**src/mqs_pkg.sv**
```systemverilog
// Shared constants and types of the multi-queue switch sequencer
package mqs_pkg;
   localparam int MQS_MAX_QUEUES = 8;
   localparam int MQS_QW = 3;
   localparam int MQS_SWITCH_CYCLES = 4;
   localparam logic [MQS_QW-1:0] MQS_RST_QUEUE = 3'h0;
   localparam logic MQS_RST_FLAG = 1'b0;
   typedef enum logic [1:0] {
      MQS_ST_IDLE,
      MQS_ST_QS0,
      MQS_ST_QS1,
      MQS_ST_QS2
   } mqs_state_t;
endpackage

```
**src/mqs_port_if.sv**
```systemverilog
// Link between the top and one port's switch sequencer
`timescale 1ns/100ps
`default_nettype none
interface mqs_port_if #(
   parameter int QW = mqs_pkg::MQS_QW
);
   logic strobe;
   logic [QW-1:0] addr;
   logic en;
   logic [QW-1:0] present_queue;
   logic [QW-1:0] present_ahead;
   logic [QW-1:0] flag_ahead;
   logic [QW-1:0] mark_queue;
   logic mark_valid;
   logic access;
   logic restart;
   logic busy;
   modport seq (
      input strobe, addr, en,
      output present_queue, present_ahead, flag_ahead, mark_queue,
      output mark_valid, access, restart, busy
   );
   modport user (
      output strobe, addr, en,
      input present_queue, present_ahead, flag_ahead, mark_queue,
      input mark_valid, access, restart, busy
   );
endinterface
`default_nettype wire

```
**src/mqs_top.sv**
```systemverilog
// Write and read port queue switch sequencing with per-port flag selection
// What this block does
// - Write strobe high captures write queue address
// - Write enable ignored for selection, used for mark
// - Switch takes four cycles, one per four
// - Any queue may follow any queue
// - Present queue keeps writing during switch
// - Ports switch independently, same or different queues
// - Write QS-1 starts switch, records rewrite choice
// - QS0 applies mark or un-mark to next
// - Standard mode QS2: almost-full, packet, full flags
// - Fall-through QS2: packet and input-ready flags
// - Writes to next queue start at QS3
// - Read strobe high captures read queue address
// - Read enable ignored for selection, used for mark
// - Present queue keeps reading during switch
// - Read QS-1 starts switch, records re-read choice
// - QS2: almost-empty, packet, standard empty flags
// - Unmarked self switch without mark is ignored
// - Unmarked self switch with mark adds mark
// - Marked self switch needs re-read; mark follows request
// - Write and read marks are independent
// - One mark per port; resume mark or last
// - Enable at QS-1 keeps present pointer advancing
// - Enable idle at QS-1 freezes present pointer
`timescale 1ns/100ps
`default_nettype none
module mqs_top #(
   parameter int NUM_QUEUES = mqs_pkg::MQS_MAX_QUEUES
) (
   // Clock and reset
   input wire logic core_clk_i,
   input wire logic rst_n_i,
   // Mode
   input wire logic first_word_fall_through_mode_i,
   // Write port request
   input wire logic wr_addr_strobe_i,
   input wire logic [mqs_pkg::MQS_QW-1:0] wr_queue_addr_i,
   input wire logic wr_en_i,
   // Write port per-queue status
   input wire logic [NUM_QUEUES-1:0] wr_full_i,
   input wire logic [NUM_QUEUES-1:0] wr_almost_full_i,
   input wire logic [NUM_QUEUES-1:0] wr_packet_ready_i,
   input wire logic [NUM_QUEUES-1:0] wr_input_ready_i,
   // Write port answer
   output logic [mqs_pkg::MQS_QW-1:0] wr_present_queue_o,
   output logic wr_access_o,
   output logic wr_restart_o,
   output logic wr_busy_o,
   output logic wr_mark_valid_o,
   output logic [mqs_pkg::MQS_QW-1:0] wr_mark_queue_o,
   output logic full_flag_o,
   output logic almost_full_flag_o,
   output logic wr_packet_ready_flag_o,
   output logic input_ready_flag_o,
   // Read port request
   input wire logic rd_addr_strobe_i,
   input wire logic [mqs_pkg::MQS_QW-1:0] rd_queue_addr_i,
   input wire logic rd_en_i,
   // Read port per-queue status
   input wire logic [NUM_QUEUES-1:0] rd_empty_i,
   input wire logic [NUM_QUEUES-1:0] rd_almost_empty_i,
   input wire logic [NUM_QUEUES-1:0] rd_packet_ready_i,
   input wire logic [NUM_QUEUES-1:0] rd_output_ready_i,
   // Read port answer
   output logic [mqs_pkg::MQS_QW-1:0] rd_present_queue_o,
   output logic rd_access_o,
   output logic rd_restart_o,
   output logic rd_busy_o,
   output logic rd_mark_valid_o,
   output logic [mqs_pkg::MQS_QW-1:0] rd_mark_queue_o,
   output logic empty_flag_o,
   output logic almost_empty_flag_o,
   output logic rd_packet_ready_flag_o,
   output logic output_ready_flag_o
);
   import mqs_pkg::*;

   generate
      if (NUM_QUEUES < 1 || NUM_QUEUES > MQS_MAX_QUEUES) begin : g_bad_count
         $error("mqs_top: queue count must be 1 to 8");
      end
   endgenerate

   mqs_port_if #(.QW(MQS_QW)) wr_if ();
   mqs_port_if #(.QW(MQS_QW)) rd_if ();

   // Separate sequencers: each port switches on its own, even together
   mqs_port_seq #(.NUM_QUEUES(NUM_QUEUES)) u_wr_seq (
      .core_clk_i(core_clk_i),
      .rst_n_i(rst_n_i),
      .port_if(wr_if)
   );

   mqs_port_seq #(.NUM_QUEUES(NUM_QUEUES)) u_rd_seq (
      .core_clk_i(core_clk_i),
      .rst_n_i(rst_n_i),
      .port_if(rd_if)
   );

   assign wr_if.strobe = wr_addr_strobe_i;
   assign wr_if.addr = wr_queue_addr_i;
   assign wr_if.en = wr_en_i;
   assign rd_if.strobe = rd_addr_strobe_i;
   assign rd_if.addr = rd_queue_addr_i;
   assign rd_if.en = rd_en_i;

   function automatic logic pick(input logic [NUM_QUEUES-1:0] vec,
                                 input logic [MQS_QW-1:0] q);
      pick = vec[q];
   endfunction

   logic fall_through;
   logic full_flag, next_full_flag;
   logic almost_full_flag, next_almost_full_flag;
   logic wr_packet_ready_flag, next_wr_packet_ready_flag;
   logic input_ready_flag, next_input_ready_flag;
   logic empty_flag, next_empty_flag;
   logic almost_empty_flag, next_almost_empty_flag;
   logic rd_packet_ready_flag, next_rd_packet_ready_flag;
   logic output_ready_flag, next_output_ready_flag;

   assign fall_through = first_word_fall_through_mode_i;

   // Flags follow the queue one edge ahead so the registered copy
   // shows the next queue exactly in the stated switch cycle
   always_comb begin
      next_wr_packet_ready_flag = pick(wr_packet_ready_i,
                                       wr_if.flag_ahead);
      if (fall_through) begin
         next_full_flag = 1'b0;
         next_almost_full_flag = 1'b0;
         next_input_ready_flag = pick(wr_input_ready_i,
                                      wr_if.flag_ahead);
      end else begin
         next_full_flag = pick(wr_full_i, wr_if.flag_ahead);
         next_almost_full_flag = pick(wr_almost_full_i,
                                      wr_if.flag_ahead);
         next_input_ready_flag = 1'b0;
      end
   end

   always_comb begin
      next_almost_empty_flag = pick(rd_almost_empty_i,
                                    rd_if.flag_ahead);
      next_rd_packet_ready_flag = pick(rd_packet_ready_i,
                                       rd_if.flag_ahead);
      if (fall_through) begin
         next_empty_flag = 1'b0;
         next_output_ready_flag = pick(rd_output_ready_i,
                                       rd_if.present_ahead);
      end else begin
         next_empty_flag = pick(rd_empty_i, rd_if.flag_ahead);
         next_output_ready_flag = 1'b0;
      end
   end

   always_ff @(posedge core_clk_i or negedge rst_n_i) begin
      if (!rst_n_i) begin
         full_flag <= MQS_RST_FLAG;
         almost_full_flag <= MQS_RST_FLAG;
         wr_packet_ready_flag <= MQS_RST_FLAG;
         input_ready_flag <= MQS_RST_FLAG;
         empty_flag <= MQS_RST_FLAG;
         almost_empty_flag <= MQS_RST_FLAG;
         rd_packet_ready_flag <= MQS_RST_FLAG;
         output_ready_flag <= MQS_RST_FLAG;
      end else begin
         full_flag <= next_full_flag;
         almost_full_flag <= next_almost_full_flag;
         wr_packet_ready_flag <= next_wr_packet_ready_flag;
         input_ready_flag <= next_input_ready_flag;
         empty_flag <= next_empty_flag;
         almost_empty_flag <= next_almost_empty_flag;
         rd_packet_ready_flag <= next_rd_packet_ready_flag;
         output_ready_flag <= next_output_ready_flag;
      end
   end

   assign full_flag_o = full_flag;
   assign almost_full_flag_o = almost_full_flag;
   assign wr_packet_ready_flag_o = wr_packet_ready_flag;
   assign input_ready_flag_o = input_ready_flag;
   assign empty_flag_o = empty_flag;
   assign almost_empty_flag_o = almost_empty_flag;
   assign rd_packet_ready_flag_o = rd_packet_ready_flag;
   assign output_ready_flag_o = output_ready_flag;

   assign wr_present_queue_o = wr_if.present_queue;
   assign wr_access_o = wr_if.access;
   assign wr_restart_o = wr_if.restart;
   assign wr_busy_o = wr_if.busy;
   assign wr_mark_valid_o = wr_if.mark_valid;
   assign wr_mark_queue_o = wr_if.mark_queue;
   assign rd_present_queue_o = rd_if.present_queue;
   assign rd_access_o = rd_if.access;
   assign rd_restart_o = rd_if.restart;
   assign rd_busy_o = rd_if.busy;
   assign rd_mark_valid_o = rd_if.mark_valid;
   assign rd_mark_queue_o = rd_if.mark_queue;
endmodule
`default_nettype wire

```
**src/mqs_port_seq.sv**
```systemverilog
// Four-cycle queue switch sequencer for one port, with mark handling
`timescale 1ns/100ps
`default_nettype none
module mqs_port_seq #(
   parameter int NUM_QUEUES = mqs_pkg::MQS_MAX_QUEUES
) (
   // Clock and reset
   input wire logic core_clk_i,
   input wire logic rst_n_i,
   // Port link
   mqs_port_if.seq port_if
);
   import mqs_pkg::*;

   localparam logic [MQS_QW:0] NUM_QUEUES_L = (MQS_QW+1)'(NUM_QUEUES);

   mqs_state_t state, next_state;
   logic [MQS_QW-1:0] present_queue, next_present_queue;
   logic [MQS_QW-1:0] next_queue, next_next_queue;
   logic [MQS_QW-1:0] flag_queue, next_flag_queue;
   logic [MQS_QW-1:0] mark_queue, next_mark_queue;
   logic mark_valid, next_mark_valid;
   logic freeze, next_freeze;
   logic restart_pend, next_restart_pend;
   logic restart, next_restart;
   logic addr_ok;
   logic same;

   assign addr_ok = {1'b0, port_if.addr} < NUM_QUEUES_L;
   assign same = next_queue == present_queue;

   always_comb begin
      next_state = state;
      next_present_queue = present_queue;
      next_next_queue = next_queue;
      next_flag_queue = flag_queue;
      next_mark_queue = mark_queue;
      next_mark_valid = mark_valid;
      next_freeze = freeze;
      next_restart_pend = restart_pend;
      next_restart = 1'b0;
      case (state)
         MQS_ST_IDLE: begin
            // Strobes while busy start no switch: one switch per 4 cycles
            if (port_if.strobe && addr_ok) begin
               next_state = MQS_ST_QS0;
               next_next_queue = port_if.addr;
               next_freeze = ~port_if.en;
            end
         end
         MQS_ST_QS0: begin
            next_state = MQS_ST_QS1;
            next_restart_pend = freeze && same && mark_valid;
            // Strobe level in this cycle is the mark request
            if (same) begin
               if (!mark_valid) begin
                  if (port_if.strobe) begin
                     next_mark_valid = 1'b1;
                     next_mark_queue = present_queue;
                  end else begin
                     next_freeze = 1'b0;
                  end
               end else if (freeze) begin
                  next_mark_valid = port_if.strobe;
               end
            end else begin
               // One mark per port, on the queue that becomes active
               next_mark_valid = port_if.strobe;
               next_mark_queue = next_queue;
            end
         end
         MQS_ST_QS1: begin
            next_state = MQS_ST_QS2;
            next_flag_queue = next_queue;
         end
         MQS_ST_QS2: begin
            next_state = MQS_ST_IDLE;
            next_present_queue = next_queue;
            next_restart = restart_pend;
            next_freeze = 1'b0;
         end
         default: begin
            next_state = MQS_ST_IDLE;
         end
      endcase
   end

   always_ff @(posedge core_clk_i or negedge rst_n_i) begin
      if (!rst_n_i) begin
         state <= MQS_ST_IDLE;
         present_queue <= MQS_RST_QUEUE;
         next_queue <= MQS_RST_QUEUE;
         flag_queue <= MQS_RST_QUEUE;
         mark_queue <= MQS_RST_QUEUE;
         mark_valid <= MQS_RST_FLAG;
         freeze <= MQS_RST_FLAG;
         restart_pend <= MQS_RST_FLAG;
         restart <= MQS_RST_FLAG;
      end else begin
         state <= next_state;
         present_queue <= next_present_queue;
         next_queue <= next_next_queue;
         flag_queue <= next_flag_queue;
         mark_queue <= next_mark_queue;
         mark_valid <= next_mark_valid;
         freeze <= next_freeze;
         restart_pend <= next_restart_pend;
         restart <= next_restart;
      end
   end

   assign port_if.busy = state != MQS_ST_IDLE;
   // Present queue keeps its access through the switch unless frozen
   assign port_if.access = port_if.en && !(port_if.busy && freeze);
   assign port_if.present_queue = present_queue;
   assign port_if.present_ahead = (state == MQS_ST_QS2) ? next_queue :
                                  present_queue;
   assign port_if.flag_ahead = (state == MQS_ST_QS1) ? next_queue :
                               flag_queue;
   assign port_if.mark_queue = mark_queue;
   assign port_if.mark_valid = mark_valid;
   assign port_if.restart = restart;
endmodule
`default_nettype wire

```
**config.mk**
```make
export PLATFORM = sky130hd
export DESIGN_NAME = mqs_top
export DESIGN_NICKNAME = d
export VERILOG_FILES = /design/src/mqs_pkg.sv /design/src/mqs_port_if.sv /design/src/mqs_top.sv /design/src/mqs_port_seq.sv
export SDC_FILE = /design/constraint.sdc
export NUM_CORES = 1
export LEC_CHECK = 0
export BUFFER_PORTS_ARGS = -buffer_cell sky130_fd_sc_hd__buf_2
export CAP_MARGIN = 25
export CORE_MARGIN = 2
export CORE_UTILIZATION = 52
export DETAILED_ROUTE_END_ITERATION = 7
export PLACE_DENSITY = 0.86
export SYNTH_ARGS = -nofsm -noshare
export SYNTH_HDL_FRONTEND = slang
export SYNTH_SLANG_ARGS = --single-unit
```
**constraint.sdc**
```tcl
create_clock -name core_clk_i -period 4.5 [get_ports core_clk_i]
set_clock_uncertainty 0.15 [all_clocks]
set_input_delay 0.45 -clock core_clk_i [delete_from_list [all_inputs] [get_ports core_clk_i]]
set_output_delay 0.45 -clock core_clk_i [all_outputs]
set_load 0.02 [all_outputs]
```
==> metrics.md, run 1 <==
| Metric | Value |
|---|---|
| Post-synthesis net count | `between 200 and 300` |
| Synth top area share | `roughly 45%` |
| CP endpoint kind | `flop` |
| Share of cells above drive strength 1 | `45.0%` |
| Post-synthesis compound-gate area fraction | `7.56%` |
| First-pass GRT wire length | `slightly above 9000 um` |
| Post-synth top area cell | `dfrtp_1` |
| Reg-to-Reg Start | `u_rd_seq.state[0]` |
| Antenna diodes | `0` |
| Mean Syn Cell Area | `around 12 um^2` |
| Starting DRT DRC Count | `64` |
| Post-Synth Adder-Cell Area | `~5%` |
| Worst-margin pin slew | `between 0.3 and 0.4 ns` |
| Main area contributors after synthesis | `dfrtp_1 (45%), mux4_2 (9.1%), mux2_2 (6.8%), mux2i_1 (6.1%), ha_1 (5.1%)` |
| IO buf count | `roughly 100` |
| Root Buffer | `clkbuf_8` |
| WL per Instance | `between 10 and 15 um` |
| PostCTS Resize Cnt | `0` |
| Fin area | `about 3200 um^2` |
| Vias in the first global route | `roughly 2,000` |
| Setup CP Type | `reg -> reg` |
| Worst EP arrival | `around 2.4 ns` |
| Sequential fraction of the synthesis area | `between 40% and 50%` |
| GRT Overall Usage | `~22%` |
| Worst Hold Class | `in -> reg` |
| RSZ-0062 raised after global routing | `false` |
| Vias | `about 2,000` |
| Routability congestion estimate | `just over 0.9` |
| R2R setup slack | `between 2 and 2.5 ns` |
| I/O pin cnt | `approximately 110` |
| Post-Syn Area | `about 2500 um^2` |
| Cells after Synth | `~210` |
| Clock latency on the worst-skew pair | `0.30 ns` |
| Post-detail-place hpwl | `~4200 um` |
| Power Dens Cells | `about 750 nW/um^2` |
| Post-synthesis cell type count | `33` |
| Hold buffer count at CTS | `0` |
| Global route total overflow | `0` |
| Post-CTS Setup Bufs | `0` |
| Worst VDD drop | `0.417 mV` |
| FFs w/ async S/R, synth | `100%` |
| CTS max path bufs | `2` |
| CTS tree | `built` |
| DIE AREA | `between 5000 and 6000 um^2` |
| Fin. max-slew vios | `0` |
| Status | `completed` |
| Final Hold Violating Endpoints | `0` |
| Max cap viols | `0` |
| Overall power | `around 2400 uW` |
| Synthesis-to-layout area growth | `28.6%` |
| Worst-path maximum fanout | `11` |
| CP endpoint | `rd_packet_ready_flag_o` |
| Initial antenna violation count | `0` |
| DR vias/cell | `5.35` |
| Hold Slack | `0.185 ns` |
| FF-to-FF path depth | `7` |
| Die width | `approximately 73 um` |
| Main combinational cell family by area after synthesis | `multiplexers` |
| Seq cells post-synth | `44` |
| Leakage Power | `0.00157 uW` |
| Crit Reg-Reg Endpoint | `rd_packet_ready_flag_o` |
| Startpoint types | `flop` |
| Num CTS Buffers | `5` |
| Relative slew slack | `between 70 and 80%` |
| Post-layout util | `68.0%` |
| Drt total wl | `roughly 5400 um` |
| Drt pass-1 iters | `4` |
| Crit path from | `u_rd_seq.state[0]` |
| Placement Rows | `25` |
| Post-synthesis mux area share | `between 20% and 30%` |
| Clk slew on worst S/H paths | `0.09 ns` |
| Starting density of the core | `~53%` |
| Main synth FF type | `dfrtp_1` |
| EDFF count, synth | `0` |
| Remaining DRCs | `0` |
| Post-Synth Simple-Gate Area | `around 11%` |
| CTS sink cnt | `44` |
| Yosys warns | `0` |
| Sum of negative setup slack | `0 ns` |
| Final #Nets | `approximately 400` |
| Core ar. | `4660 um^2` |
| CP required | `~4.6 ns` |
| Highest Clock Rate | `roughly 0.42 GHz` |
| Area of placed instances | `around 3000 um^2` |
| XOR/XNOR Fraction of Synth Area | `roughly 2.1%` |
| # setup viols final | `0` |
| Pin count of the biggest net entering global routing | `between 40 and 50` |
| Routed Antenna Nets | `0` |
| Chip height | `~73 um` |
| CTS H-tree lvls | `2` |
| Post-route minimum period | `around 2.4 ns` |
| Final Cycle Share | `52.3%` |
[synth_stat cells (all sizes together), types with 3 or more instances]
| master | count |
|---|---|
| a211oi | 3 |
| buf | 5 |
| dfrtp | 44 |
| ha | 10 |
| inv | 13 |
| mux2 | 23 |
| mux2i | 15 |
| mux4 | 10 |
| nand2 | 7 |
| nand2b | 5 |
| nand3 | 6 |
| nor2 | 13 |
| nor2b | 10 |
| nor3 | 6 |
| nor3b | 3 |
| o21ai | 5 |
| o22ai | 8 |
| o31ai | 4 |
| xnor2 | 6 |
[worst min-delay path by stage]
stage,startpoint,endpoint,cells past startpoint
2_1_floorplan,rst_n_i,almost_empty_flag_o,0
3_3_place_gp,u_rd_seq.restart_pend,u_rd_seq.port_if.restart,1
3_5_place_dp,u_wr_seq.port_if.mark_queue[0],u_wr_seq.port_if.mark_queue[0],1
4_1_cts,rst_n_i,u_rd_seq.next_queue[1],1
5_1_grt,wr_en_i,u_wr_seq.freeze,2
6_report,wr_en_i,u_wr_seq.freeze,2
[final cells by class]
| cell class | count | area [um^2] |
|---|---|---|
| timing repair buffer | 108 | 566 |
| inverter | 13 | 48.8 |
| clock inverter | 3 | 46.3 |
| tap | 54 | 67.6 |
| sequential | 44 | 1100 |
| clock buffer | 5 | 68.8 |
| fill | 359 | 1490 |
| multi-input combinational | 145 | 1270 |
[worst max-delay path: stages (launching register included)]
cell and delay (ns):
dfrtp_1 0.41, inv_1 0.14, ha_1 0.40, mux2i_1 0.39, buf_4 0.25, mux2i_1 0.10, mux2_2 0.27, o22ai_1 0.16
[where the power goes]
group / internal, uW / leakage (uW) / switching [uW] / total, uW
logic: 650 / 0.000972 / 682 / 1330
clock network: 167 / 0.0000548 / 146 / 313
registers: 585 / 0.000539 / 160 / 745
[logic make-up after synthesis]
kind of cell               Yosys count
muxes                               48
xor gates and xnor gates             6
DFF                                 44
adders and majority gates           10
AOI/OAI and AO/OA                   28
buffers and inverters               19
and+or+nand+nor                     53
[layer usage]
layer / global-route usage, % / routed length [um]
met4: 6.38 / 47
met2: 40.5 / 2910
met1: 26.2 / 2200
met3: 5.80 / 262
met5: 0 / 0
[per-stage QoR]
step | std cells | setup slack (ns)
finish | 372 | 2.14
floorplan | 208 | 2.46
global placement | 360 | 1.87
global route | 372 | 2.03
detailed placement | 360 | 1.67
CTS | 368 | 1.64
[cells in the final DEF, fill, tap and decap left out, drive strengths merged, types with 2 or more instances in the layout]
cell type  count
ha            10
inv           14
a21oi          2
o31ai          4
nand3          6
nand2b         5
nand2          7
and2           2
a22o           2
nor2          13
o22ai          8
nor3b          3
a211oi         3
mux2          23
mux2i         15
o21ai          5
a21boi         2
nor2b         10
buf          107
mux4          10
clkbuf         5
xnor2          6
nor3           6
dfrtp         44
[state kept, by name, summed over array words and instances (netlist names), 2 cells and up]
signal,flops
u_wr_seq.port_if.present_queue,3
u_wr_seq.port_if.mark_queue,3
u_rd_seq.next_queue,3
u_rd_seq.port_if.present_queue,3
u_rd_seq.port_if.mark_queue,3
u_rd_seq.flag_queue,3
u_wr_seq.flag_queue,3
u_rd_seq.state,2
u_wr_seq.state,2
u_wr_seq.next_queue,3
Note: power is estimated with default switching activity, not from simulation.
==> run 2: changes to the inputs <==
ABC_AREA = 1   (was not set)
CORE_UTILIZATION = 45   (was 52)
PLACE_DENSITY = 0.77   (was 0.86)
clock period = 2.1 ns   (was 4.5 ns; I/O delays follow)
==> metrics.md, run 2 <==
| Metric | Value |
|---|---|
| Met3 Use GR | `5.00% (-0.80 points)` |
| Chip height | `82.5 um (+13%)` |
| Starting density of the core | `46.8% (-6.1 points)` |
| CTS max path bufs | `2 (unchanged)` |
| Drt total wl | `6620 um (+22%)` |
| EDFF count, synth | `0 (unchanged)` |
| Startpoint types | `flop` |
| Final Cycle Share | `87.6% (+35 points)` |
| Internal | `2620 uW (+87%)` |
| Post-Syn Area | `2770 um^2 (+12%)` |
| Placed cells | `570 (+58%)` |
| Cells after Synth | `397 (+91%)` |
| IO buf count | `104 (unchanged)` |
| GR Util met2 | `33.9% (-6.6 points)` |
| I/O pin cnt | `105 (unchanged)` |
| Main synth FF type | `dfrtp_1` |
| Psw | `2690 uW (+170%)` |
| Post-synth top area cell | `dfrtp_1` |
| Pin count of the biggest net entering global routing | `25 (-44%)` |
| FFs w/ async S/R, synth | `100% (unchanged)` |
| Initial antenna violation count | `0 (unchanged)` |
| CTS tree | `built` |
| # setup viols final | `0 (unchanged)` |
| Global route total overflow | `0 (unchanged)` |
| Post-CTS Setup Bufs | `0 (unchanged)` |
| GRT Overall Usage | `19.6% (-2.9 points)` |
| CTS sink cnt | `44 (unchanged)` |
| Power Dens Cells | `1550 nW/um^2 (+110%)` |
| Setup CP Type | `reg -> reg` |
| Relative slew slack | `65.7% (-6.9 points)` |
| Remaining DRCs | `0 (unchanged)` |
| Routability congestion estimate | `0.820 (-11%)` |
| DIE AREA | `6810 um^2 (+28%)` |
| Core ar. | `5920 um^2 (+27%)` |
| Switch share | `50.7% (+9.4 points)` |
| Antenna diodes | `0 (unchanged)` |
| Post-route minimum period | `1.84 ns (-0.517 ns)` |
| Drt pass-1 iters | `4 (unchanged)` |
| Max cap viols | `0 (unchanged)` |
| Root Buffer | `clkbuf_8` |
| Final #Nets | `590 (+46%)` |
| Seq cells post-synth | `44 (unchanged)` |
| Seq pwr share | `29.2% (-2.0 points)` |
| Layout Cells excl Fill | `578 (+55%)` |
| Clock latency on the worst-skew pair | `0.29 ns (about the same)` |
| Logic pwr share | `61.3% (+5.6 points)` |
| Post-synthesis net count | `484 (+64%)` |
| Sequential fraction of the synthesis area | `39.7% (-4.9 points)` |
| Fin. max-slew vios | `0 (unchanged)` |
| Most frequent cells in the layout | `nand2_1 (133), buf_2 (104), inv_1 (72), dfrtp_1 (44)` |
| Clock power frac | `9.5% (-3.6 points)` |
| Worst VDD drop | `0.808 mV (+94%)` |
| Num CTS Buffers | `5 (unchanged)` |
| Highest Clock Rate | `0.544 GHz (+28%)` |
| Worst EP arrival | `1.87 ns (-0.56 ns)` |
| RSZ-0062 raised after global routing | `false` |
| Post-detail-place hpwl | `5350 um (+26%)` |
| Placement Rows | `28 (+12%)` |
| Die width | `82.5 um (+13%)` |
| Share of cells above drive strength 1 | `25.8% (-19 points)` |
| WL per Instance | `11.4 um (-21%)` |
| Main area contributors after synthesis | `dfrtp_1 (40%), nand2_1 (18%), inv_1 (9.7%), nand3_1 (5.1%), ha_1 (4.5%)` |
| Commonest non-fill, non-tap cell in the layout | `nand2_1` |
| Synth top area share | `39.7% (-4.9 points)` |
| CTS H-tree lvls | `2 (unchanged)` |
| Vias | `2,778 (+40%)` |
| DR vias/cell | `4.81 (-10%)` |
| Worst Hold Class | `in -> reg` |
| Worst-path maximum fanout | `21 (+10)` |
| Synthesis-to-layout area growth | `23.6%` |
| Met1 Usage GRT | `23.6% (-2.6 points)` |
| Starting DRT DRC Count | `78 (+22%)` |
| Mean Syn Cell Area | `6.98 um^2 (-41%)` |
| Worst-margin pin slew | `0.514 ns (+0.114 ns)` |
| Clk slew on worst S/H paths | `0.08 ns (about the same)` |
| CP endpoint kind | `flop` |
| Leakage Power | `0.00205 uW (+31%)` |
| Routed Antenna Nets | `0 (unchanged)` |
| Yosys warns | `0 (unchanged)` |
| Vias in the first global route | `2,387 (+20%)` |
| CP required | `2.13 ns (-2.45 ns)` |
| Most common cell in the synthesized netlist | `nand2_1` |
| Post-synthesis cell type count | `25 (-24%)` |
| Sum of negative setup slack | `0 ns (unchanged)` |
| First-pass GRT wire length | `10,300 um (+13%)` |
| Layer with the highest usage | `met2` |
| Post-synth top cells | `nand2_1 (133), inv_1 (72), dfrtp_1 (44)` |
| Status | `completed` |
| Overall power | `5310 uW (+120%)` |
| Final Hold Violating Endpoints | `0 (unchanged)` |
| Hold Slack | `0.0131 ns (-0.172 ns)` |
## run 2: changes by cell type after synthesis, sizes merged, moves of 5 or more
| cell | delta |
|---|---|
| nand2 | +131 |
| inv | +63 |
| o21ai | +23 |
| nand3 | +22 |
| mux2 | -21 |
| nor2 | +16 |
| mux2i | -15 |
| mux4 | -10 |
| nor2b | -10 |
| o211ai | +9 |
| o22ai | -8 |
| a21oi | +6 |
| nand2b | -5 |
## run 2: area by class of cell
class                           count  area [um^2]
Timing Repair Buffer              108          553
Fill cell                         565         2490
Inverter                           76          285
Sequential cell                    44         1100
Multi-Input combinational cell    268         1310
Tap cell                           75         93.8
Clock buffer                        5         68.8
Clock inverter                      2         12.5
## run 2: logic make-up (layout without fill, tap and decap cells)
kind of cell / count (synthesis) / after routing / share of synthesized area (%)
mux: 2 / 2 / 0.812
buf+inv: 85 / 191 / 13.4
compound gates: 47 / 47 / 9.88
xor+xnor: 3 / 3 / 0.948
flops: 44 / 44 / 39.7
simple gates: 206 / 206 / 30.7
fa+ha+maj: 10 / 10 / 4.51
## run 2: metrics by stage
stage | area (um^2) | utilization (%) | worst slack (ns)
after floorplan | 2770 | - | 0.453
after global placement | 3320 | 56.1 | 0.216
after detailed placement | 3320 | 56.1 | 0.0780
after CTS | 3410 | 57.7 | 0.0661
after global routing | 3430 | 57.9 | 0.0586
final | 3430 | 57.9 | 0.261
## run 2: what timing repair did
| item | in CTS | in global routing |
|---|---|---|
| hold buffers | 1 | 0 |
| resized for setup | 0 | 3 |
| setup endpoints to repair | 0 | 5 |
| endpoints found under the hold margin | 22 | 0 |
## run 2: critical path, cell delays in order, from the launching register on
cell	delay (ns)
dfrtp_1	0.41
inv_1	0.13
ha_2	0.30
inv_1	0.08
nand2_1	0.11
nand2_4	0.14
o211ai_1	0.19
nand2_1	0.09
nand2_1	0.06
nand2_1	0.06
## run 2: power by group through the flow
stage	registers (uW)	clock network (uW)	logic, uW
4_1_cts	1550	528	3260
6_report	1550	506	3260
3_5_place_dp	1560	0	3250
3_3_place_gp	1550	0	3150
2_1_floorplan	1750	0	2370
5_1_grt	1590	562	3740
## run 2: final timing paths
kind	start	to	slack (ns)	cells past startpoint
worst max-delay path	u_rd_seq.state[0]	rd_packet_ready_flag_o	0.26	9
worst min-delay path	wr_queue_addr_i[2]	u_wr_seq.next_queue[2]	0.01	2
worst max register to register	u_rd_seq.state[0]	rd_packet_ready_flag_o	0.26	9
worst min register to register	u_rd_seq.port_if.mark_queue[0]	u_rd_seq.port_if.mark_queue[0]	0.32	2
max in group asynchronous	rst_n_i	u_rd_seq.port_if.present_queue[0]	0.96	3
min in group asynchronous	rst_n_i	u_wr_seq.freeze	0.27	2
## run 2: routing by layer
layer	vias to the layer above	part of all wire (%)
li1	1432	-
met1	1253	42
met4	0	1.5
met5	-	0
met3	8	5.6
met2	85	51
